==> config.mk <==
export PLATFORM = sky130hd
export DESIGN_NAME = actc_ctrl
export DESIGN_NICKNAME = d
export VERILOG_FILES = /design/src/pkg/actc_pkg.sv /design/src/actc_timer.sv /design/src/actc_ctrl.sv
export VERILOG_INCLUDE_DIRS = /design/src /design/src/pkg
export SDC_FILE = /design/constraint.sdc
export NUM_CORES = 1
export LEC_CHECK = 0
export BUFFER_PORTS_ARGS = -buffer_cell sky130_fd_sc_hd__clkbuf_2
export CAP_MARGIN = 25
export CORE_AREA = 2 2 74 76
export DETAILED_ROUTE_END_ITERATION = 12
export DIE_AREA = 0 0 76 78
export GPL_TIMING_DRIVEN = 0
export PLACE_DENSITY = 0.64
export SLEW_MARGIN = 20
export SYNTH_ARGS = -nofsm -noshare
export SYNTH_HDL_FRONTEND = slang
export SYNTH_SLANG_ARGS = --single-unit
==> constraint.sdc <==
create_clock -name clk_sys -period 2.2 [get_ports clk_sys]
set_clock_uncertainty 0.15 [all_clocks]
set_input_delay 0.33 -clock clk_sys [delete_from_list [all_inputs] [get_ports clk_sys]]
set_output_delay 0.33 -clock clk_sys [all_outputs]
set_load 0.02 [all_outputs]
==> src/pkg/actc_defines.svh <==
// Purpose: constants for the conversion trigger control
// Assumes: 20 MHz system clock
// Notes: sequence mode codes follow the two-bit mode field
`ifndef ACTC_DEFINES_SVH
`define ACTC_DEFINES_SVH
`define ACTC_SEQ_SINGLE 2'h0
`define ACTC_SEQ_SEQUENCE 2'h1
`define ACTC_SEQ_REPEAT_SINGLE 2'h2
`define ACTC_SEQ_REPEAT_SEQUENCE 2'h3
`define ACTC_SAMPLE_CYCLES 8'h04
`define ACTC_CONVERT_CYCLES 8'h0d
`define ACTC_CHAN_W 4
`define ACTC_REV_ID 8'h5a
`endif

==> src/pkg/actc_pkg.sv <==
// Purpose: types for the conversion trigger control
// Assumes: nothing beyond the defines header
// Notes: one-hot state codes
package actc_pkg;
  typedef enum logic [3:0] {
    ACTC_IDLE = 4'b0001,
    ACTC_SAMPLE = 4'b0010,
    ACTC_CONVERT = 4'b0100,
    ACTC_HALT = 4'b1000
  } actc_state_t;
endpackage

==> src/actc_timer.sv <==
// Purpose: phase counter for sample and convert intervals
// Assumes: start pulses only when idle
// Notes: done is a one-cycle pulse
`timescale 1ns/1ps
module actc_timer #(
  parameter logic [7:0] LEN = 8'h01
) (
  input wire logic clk_sys,
  input wire logic rstn,
  input wire logic start,
  output logic done
);
  typedef struct packed {
    logic [7:0] cnt;
    logic run;
    logic done;
  } actc_tmr_t;
  actc_tmr_t st_ff;
  actc_tmr_t nxt_st;
  always_comb begin
    nxt_st = st_ff;
    nxt_st.done = 1'b0;
    if (start) begin
      nxt_st.run = 1'b1;
      nxt_st.cnt = 8'h00;
    end else if (st_ff.run) begin
      nxt_st.cnt = st_ff.cnt + 8'h01;
      if (st_ff.cnt + 8'h01 == LEN) begin
        nxt_st.run = 1'b0;
        nxt_st.done = 1'b1;
      end
    end
  end
  always_ff @(posedge clk_sys) begin
    if (!rstn) begin
      st_ff <= '0;
    end else begin
      st_ff <= nxt_st;
    end
  end
  assign done = st_ff.done;
endmodule

==> src/actc_ctrl.sv <==
// Purpose: conversion trigger and sequencing control
// Assumes: control register bits arrive as plain ports, writes flagged by a strobe
// Notes: reproduces the two trigger faults on purpose
// Operation
// [RULE_01] in timer mode with single mode, any control0 write starts a new sample.
// [RULE_02] software clears enable before other control0 changes in that mode, then sets it.
// [RULE_03] conversions start from the software trigger or a timer output per pulse mode.
// [RULE_04] in sequence and repeat modes a trigger while busy halts later conversions.
// [RULE_05] the overflow flag is unreliable and must not be trusted for overrun.
// [RULE_06] software polls busy before issuing a manual trigger.
// [RULE_07] the timer period must exceed sample plus conversion time.
// [RULE_08] recovery clears enable and power, then sets both, then retriggers.
// [RULE_09] busy rises at sample start and falls when the last result is stored.
`timescale 1ns/1ps
`include "actc_defines.svh"
module actc_ctrl
  import actc_pkg::*;
#(
  parameter int CHAN_W = `ACTC_CHAN_W
) (
  input wire logic clk_sys,
  input wire logic rstn,
  input wire logic ctl0Write,
  input wire logic converterPowerOn,
  input wire logic enableConversionBit,
  input wire logic softwareSampleTrigger,
  input wire logic samplePulseMode,
  input wire logic [1:0] conversionSequenceField,
  input wire logic [CHAN_W-1:0] lastChannel,
  input wire logic timerTrigger,
  output logic conversionBusyFlag,
  output logic convTimeOverflowFlag,
  output logic convHalted,
  output logic resultStore,
  output logic [CHAN_W-1:0] resultChannel,
  output logic [7:0] hardwareRevisionId
);
  ////////////////////////////////////////////////////////////////////////////
  typedef struct packed {
    actc_state_t state;
    logic [CHAN_W-1:0] chan;
    logic trgSync1;
    logic trgSync2;
    logic trgPrev;
    logic encPrev;
    logic tov;
    logic store;
    logic [CHAN_W-1:0] resChan;
  } actc_st_t;
  actc_st_t st_ff;
  actc_st_t nxt_st;
  logic sampleDone;
  logic convDone;
  logic timerEdge;
  logic trigger;
  logic repeatMode;
  logic seqMode;
  logic startSample;
  ////////////////////////////////////////////////////////////////////////////
  actc_timer #(.LEN(`ACTC_SAMPLE_CYCLES)) uSample (
    .clk_sys(clk_sys),
    .rstn(rstn),
    .start(startSample),
    .done(sampleDone)
  );
  actc_timer #(.LEN(`ACTC_CONVERT_CYCLES)) uConvert (
    .clk_sys(clk_sys),
    .rstn(rstn),
    .start(sampleDone),
    .done(convDone)
  );
  ////////////////////////////////////////////////////////////////////////////
  // timer pin is foreign: two flops before the edge detector
  assign timerEdge = st_ff.trgSync2 & ~st_ff.trgPrev;
  assign trigger = converterPowerOn & enableConversionBit &
    (samplePulseMode ? timerEdge : softwareSampleTrigger); // [RULE_03]
  assign repeatMode = conversionSequenceField == `ACTC_SEQ_REPEAT_SINGLE ||
    conversionSequenceField == `ACTC_SEQ_REPEAT_SEQUENCE;
  assign seqMode = conversionSequenceField == `ACTC_SEQ_SEQUENCE ||
    conversionSequenceField == `ACTC_SEQ_REPEAT_SEQUENCE;
  always_comb begin
    nxt_st = st_ff;
    nxt_st.trgSync1 = timerTrigger;
    nxt_st.trgSync2 = st_ff.trgSync1;
    nxt_st.trgPrev = st_ff.trgSync2;
    nxt_st.encPrev = enableConversionBit;
    nxt_st.store = 1'b0;
    nxt_st.tov = 1'b0; // [RULE_05] never set by an overrun, by design of the fault
    startSample = 1'b0;
    unique case (st_ff.state)
      ACTC_IDLE: begin
        nxt_st.chan = '0;
        // fault kept: control0 write acts like an arm in timer single mode
        if (trigger || (ctl0Write && samplePulseMode && converterPowerOn &&
            enableConversionBit &&
            conversionSequenceField == `ACTC_SEQ_SINGLE)) begin // [RULE_01]
          nxt_st.state = ACTC_SAMPLE; // [RULE_09]
          startSample = 1'b1;
        end
      end
      ACTC_SAMPLE, ACTC_CONVERT: begin
        if (trigger && conversionSequenceField != `ACTC_SEQ_SINGLE) begin
          nxt_st.state = ACTC_HALT; // [RULE_04]
        end else if (!converterPowerOn) begin
          nxt_st.state = ACTC_IDLE;
        // phase timers keep running after an abort: only take the done of this phase
        end else if (st_ff.state == ACTC_SAMPLE && sampleDone) begin
          nxt_st.state = ACTC_CONVERT;
        end else if (st_ff.state == ACTC_CONVERT && convDone) begin
          nxt_st.store = 1'b1;
          nxt_st.resChan = st_ff.chan;
          if (seqMode && st_ff.chan != lastChannel) begin
            nxt_st.chan = st_ff.chan + 1'b1;
            nxt_st.state = ACTC_SAMPLE;
            startSample = 1'b1;
          end else if (repeatMode && enableConversionBit) begin
            nxt_st.chan = '0;
            nxt_st.state = ACTC_SAMPLE;
            startSample = 1'b1;
          end else begin
            nxt_st.state = ACTC_IDLE; // [RULE_09]
          end
        end
      end
      ACTC_HALT: begin
        // only full power and enable drop clears the stall
        if (!converterPowerOn && !enableConversionBit) begin
          nxt_st.state = ACTC_IDLE; // [RULE_08]
        end
      end
    endcase
  end
  always_ff @(posedge clk_sys) begin
    if (!rstn) begin
      st_ff <= '{state: ACTC_IDLE, default: '0};
    end else begin
      st_ff <= nxt_st;
    end
  end
  ////////////////////////////////////////////////////////////////////////////
  assign conversionBusyFlag = st_ff.state == ACTC_SAMPLE || st_ff.state == ACTC_CONVERT;
  assign convTimeOverflowFlag = st_ff.tov;
  assign convHalted = st_ff.state == ACTC_HALT;
  assign resultStore = st_ff.store;
  assign resultChannel = st_ff.resChan;
  assign hardwareRevisionId = `ACTC_REV_ID; // arbitrary value
endmodule

==> results of run 1 <==
## state kept, by name, summed over array words and instances, names as in the netlist
name            cells
nxt_st              2
resultChannel       4
resultStore         1
st_ff               9
uConvert.done       1
uConvert.st_ff      9
uSample.done        1
uSample.st_ff       9
## through the flow
| step | setup WS, ns | area [µm²] | utilization, % | instances |
|---|---|---|---|---|
| finish | 0.229 | 2310 | 45.8 | 328 |
| global route | 0.149 | 2310 | 45.8 | 328 |
| CTS | 0.224 | 2310 | 45.8 | 328 |
| detailed placement | 0.308 | 2220 | 44.0 | 320 |
| global placement | 0.309 | 2220 | 44.0 | 320 |
| floorplan | 0.363 | 2030 | - | 230 |
## worst max-delay path, delay by kind of cell (launching register included)
family / cells / cell delay, ns
compound gates: 1 / 0.31
flops: 1 / 0.31
simple gates: 1 / 0.19
buf+inv: 3 / 0.38
## kinds of logic after synthesis
group / synth area share, %
simple gates: 25.7
flops: 36.0
compound gates: 15.3
buf+inv: 7.93
xor+xnor: 8.74
mux: 3.50
fa+ha+maj: 2.50
other cells: 0.375
## Yosys cell counts (all sizes together) (2+ instances only)
library cell	count	area share (%)
nand2	22	4.1
nand2b	9	3.2
buf	16	6.1
o21ai	6	1.7
a2bb2oi	3	1.3
nor4	4	2.0
nand3	4	1.2
o21a	3	1.1
conb	2	0.37
or3	2	0.62
mux2i	7	3.5
a211o	3	1.3
nor3	4	1.0
a21oi	4	1.0
o32ai	3	1.7
a31oi	2	0.62
clkbuf	2	0.37
nand4	6	1.9
inv	8	1.5
o41ai	2	2.2
and3	3	0.94
a211oi	3	2.4
xor2	17	7.4
ha	4	2.5
nor2	28	5.4
nand3b	3	1.7
xnor2	3	1.3
and2	4	1.2
dfxtp	36	36
## per-layer routing
metal / part of all wire, % / global-route usage [%]
met5: 0 / 0
met1: 50 / 16.7
met2: 44 / 20.9
met3: 4.9 / 3.49
met4: 1.9 / 7.64
## worst max-delay path by stage
stage	end	cells past startpoint	slack, ns
2_1_floorplan	st_ff[15]	6	0.36
3_3_place_gp	st_ff[14]	6	0.31
3_5_place_dp	st_ff[15]	6	0.31
4_1_cts	conversionBusyFlag	5	0.22
5_1_grt	conversionBusyFlag	5	0.15
6_report	conversionBusyFlag	5	0.23
## where the power goes
part	switching [mW]	leakage [nW]	internal, mW
logic	0.108	0.607	0.0773
clock network	0.247	0.0510	0.250
registers	0.00805	0.291	0.662
## area by class of cell
type,instances,area share [%]
tap,70,3.79
multi-input combinational,168,49.8
buffer,18,5.58
clock buffer,6,3.58
clock inverter,2,0.433
timing repair buffer,20,4.33
sequential,36,31.2
inverter,8,1.30
==> results.cfg, run 1 <==
[worst_setup_path]
crit_required_ns = 1.72
critical_r2r_capture = st_ff[13]
reg2regPathDepth = 5
crit_end_category = output pin
r2r-start = st_ff[10]
setup.reg_to_reg.worst_slack_ns = 0.34
cp_slowest_stage_delay_ns = 0.31
critical_path.max_fanout = 9
crit_path_start_kind = flop
timing.setup.critical_path_class = flop to output pin
arrival_ns = 1.49
cpMaxStageDelayCell = sky130_fd_sc_hd__dfxtp_1
path_cells = buf_6 > nand2b_1 > a211o_1 > inv_1 > clkbuf_2
crit_start = st_ff[15]

[global_route]
grt_start_max_net_pins = 12
overflow = 0
grt_pass1_wl_um = 6310
antenna_found_initial = 0
via_count_of_the_first_global_routing_pass = 1448
grt_use_total_pct = 13.4

[sta]
final_max_slew_viol_count = 0
fin_setup_tns_ns = 0
report.final.hold_viol_count = 0
final_min_period_over_clock_period_pct = 89.6
finalCriticalPeriod_ns = 1.97
clock.fmax_mhz = 507
hold_slack_ns = 0.0972
setup_violations = 0
unrepaired_setup_endpoints_after_global_routing = no

[flow_run]
max_cap_violations = 0

[clock_network]
cts-root-to-sink-buffers = 2
clock_sinks = 36
post_cts_resize_count = 0
post-cts-setup-buffers = 0
cts_inserted_buffers = 5
cts-root-buf = sky130_fd_sc_hd__clkbuf_8
cts.reportedPaths.clkPinSlew_ns = 0.07
cts_tree = built
clock_insertion_delay_worst_skew_ns = 0.30
ctsHtreeMaxLevel = 2
cts_hold_buf = 0

[synthesis]
yosys_warnings = 0
syn_inst = 223
postSynth.topFlopCell = sky130_fd_sc_hd__dfxtp_1
synthDistinctLibCells = 51
ys_seq_area_share_pct = 36.0
mappedNetlistArea_um2 = 2000
synth-seq-cells = 36
synth-edff-count = 0
syn_area_per_cell_um2 = 8.98
synthArstFlopShare_pct = 0

[outcome]
result_of_the_run = finished, final reports clean

[floorplan]
fp.dieH_um = 78
dieWidth_um = 76
io_pins = 30
floorplan.rows = 26
design.die.area_um2 = 5930
floorplan.initialDensity_pct = 39.7
core_region_um2 = 5040

[layout]
final_layout_size_suffix_gt1_share_pct = 21.7
mostFrequentLayoutCells = 36 x sky130_fd_sc_hd__dfxtp_1, 27 x sky130_fd_sc_hd__nor2_1, 22 x sky130_fd_sc_hd__nand2_1
fillCellCount = 496
ff_latch_area_um2 = 721
syn_to_final_growth_pct = 15.3
number_of_antenna_cells_inserted = 0
multiInputGateArea_um2 = 1150
number_of_nets_in_the_layout = 275
layout_commonest_cell = sky130_fd_sc_hd__dfxtp_1

[power]
power.leakage_nw = 0.949
power_density_nw_per_um2 = 586
fin_total_pwr_mw = 1.35
maximum_vdd_drop_mv = 0.281

[place]
detailed_place_hpwl_um = 2700
gp_congestion = 0.760
place.port_buffers = 20

[detailed_routing]
detail_route.iter0.violations = 51
drt.antenna.violating_nets = 0
post_drt_wl_per_cell_um = 11.0
drt_first_pass_iters = 4
avgViaCountPerCell = 4.68
route.final.wire_length_um = 3600
dr_total_vias = 1535
route.detailed.drc = 0

[worst_hold_path]
worstHoldPathCells = 2
holdPathEnd = nxt_st[8]
min-delay-start = timerTrigger
worstHoldPathType = input pin to flop
No activity file was read; power rests on OpenSTA's default activity.
==> run 2, diff against run 1 <==
Settings changed: CTS_BUF_LIST set to sky130_fd_sc_hd__clkbuf_4.
==> results.cfg, run 2 (same netlist as run 1, synthesis figures left out) <==
[clock_network]
post-cts-setup-buffers = 0
cts.reportedPaths.clkPinSlew_ns = 0.11
post_cts_resize_count = 0
ctsHtreeMaxLevel = 2
clock_insertion_delay_worst_skew_ns = 0.34
cts-root-buf = sky130_fd_sc_hd__clkbuf_4
cts_hold_buf = 0
cts-root-to-sink-buffers = 2
clock_sinks = 36
cts_tree = built
cts_inserted_buffers = 5

[worst_setup_path]
arrival_ns = 1.54
crit_required_ns = 1.72
critical_path.max_fanout = 9
r2r-start = st_ff[10]
critical_r2r_capture = st_ff[13]
reg2regPathDepth = 5
crit_start = st_ff[15]
timing.setup.critical_path_class = flop to output pin
crit_end_category = output pin
setup.reg_to_reg.worst_slack_ns = 0.34
crit_path_start_kind = flop
worstSetupEndpoint = conversionBusyFlag

[sta]
final_min_period_over_clock_period_pct = 91.9
setup_violations = 0
finalCriticalPeriod_ns = 2.02
clock.fmax_mhz = 494
final_max_slew_viol_count = 0
report.final.hold_viol_count = 0
fin_setup_tns_ns = 0
unrepaired_setup_endpoints_after_global_routing = no

[layout]
ff_latch_area_um2 = 721
finalNonFillerCells = 328
layout_top_registers = st_ff: 9 flops, uConvert.st_ff: 9 flops, uSample.st_ff: 9 flops
final_layout_size_suffix_gt1_share_pct = 21.3
multiInputGateArea_um2 = 1150
number_of_nets_in_the_layout = 275
syn_to_final_growth_pct = 13.2
final_core_util_pct = 45.0
fillCellCount = 496
layout_commonest_cell = sky130_fd_sc_hd__dfxtp_1
mostFrequentLayoutCells = 36 x sky130_fd_sc_hd__dfxtp_1, 27 x sky130_fd_sc_hd__nor2_1, 22 x sky130_fd_sc_hd__nand2_1
number_of_antenna_cells_inserted = 0

[global_route]
overflow = 0
grt_use_total_pct = 13.0
grt_start_max_net_pins = 12
via_count_of_the_first_global_routing_pass = 1432
antenna_found_initial = 0
grt_pass1_wl_um = 6250

[place]
place.port_buffers = 20
placed_cells_incl_taps = 320
detailed_place_hpwl_um = 2700
gp_congestion = 0.760

[power]
maximum_vdd_drop_mv = 0.236
fin_total_pwr_mw = 1.20
power_density_nw_per_um2 = 528
power.leakage_nw = 0.930

[outcome]
result_of_the_run = finished, final reports clean

[detailed_routing]
dr_total_vias = 1528
route.detailed.drc = 0
detail_route.iter0.violations = 42
post_drt_wl_per_cell_um = 10.8
drt_first_pass_iters = 4
drt.antenna.violating_nets = 0
route.final.wire_length_um = 3550
avgViaCountPerCell = 4.66

[worst_hold_path]
worstHoldPathType = input pin to flop

[floorplan]
dieWidth_um = 76
io_pins = 30
design.die.area_um2 = 5930
fp.dieH_um = 78
floorplan.rows = 26
core_region_um2 = 5040
floorplan.initialDensity_pct = 39.7

[flow_run]
max_cap_violations = 0
[run 2: cell count changes in the layout (fill, tap and decap cells not counted), sizes merged]
cell / delta
clkbuf: -1
clkinv: +1
[run 2: final cells by class]
class                   count  share of cell area (%)
multi-input cells         168                    50.7
flip-flops and latches     36                    31.8
plain buffers              18                    5.68
repair buffers             20                    4.41
well taps                  70                    3.86
clock buffers               5                    1.65
inverters                   8                    1.32
clock inverters             3                   0.607
[run 2: routing by layer]
layer  global-route usage, %  wire length [µm]  vias up
met4                    6.00                21        0
met1                    16.9              1800      680
met5                       0                 0        -
li1                        -                 -      819
met2                    20.2              1570       27
met3                    3.49               162        2
[run 2: where the power goes]
group	total, mW	internal [mW]	switching [mW]
logic	0.185	0.0773	0.108
clock network	0.342	0.117	0.224
registers	0.671	0.663	0.00805
total	1.20	0.857	0.341
[run 2: metrics by stage]
step	worst slack, ns	hold WS [ns]	cell area, µm²
after CTS	0.161	0.0377	2270
after global placement	0.309	0.264	2220
final	0.177	0.0561	2270
after floorplan	0.363	0.262	2030
after global routing	0.0839	0.0582	2270
after detailed placement	0.308	0.273	2220
[run 2: worst max-delay path, stage by stage (launching register included)]
cell and delay, ns:
sky130_fd_sc_hd__dfxtp_1 0.32, sky130_fd_sc_hd__buf_6 0.14, sky130_fd_sc_hd__nand2b_1 0.19, sky130_fd_sc_hd__a211o_1 0.31, sky130_fd_sc_hd__inv_1 0.08, sky130_fd_sc_hd__clkbuf_2 0.16
[run 2: how the worst min path moves through the flow]
stage	startpoint	to	slack (ns)	depth (start not counted)
after detailed placement	nxt_st[8]	nxt_st[7]	0.27	1
after CTS	timerTrigger	nxt_st[8]	0.04	2
final	timerTrigger	nxt_st[8]	0.06	2
after floorplan	nxt_st[8]	nxt_st[7]	0.26	1
after global routing	timerTrigger	nxt_st[8]	0.06	2
after global placement	nxt_st[8]	nxt_st[7]	0.26	1
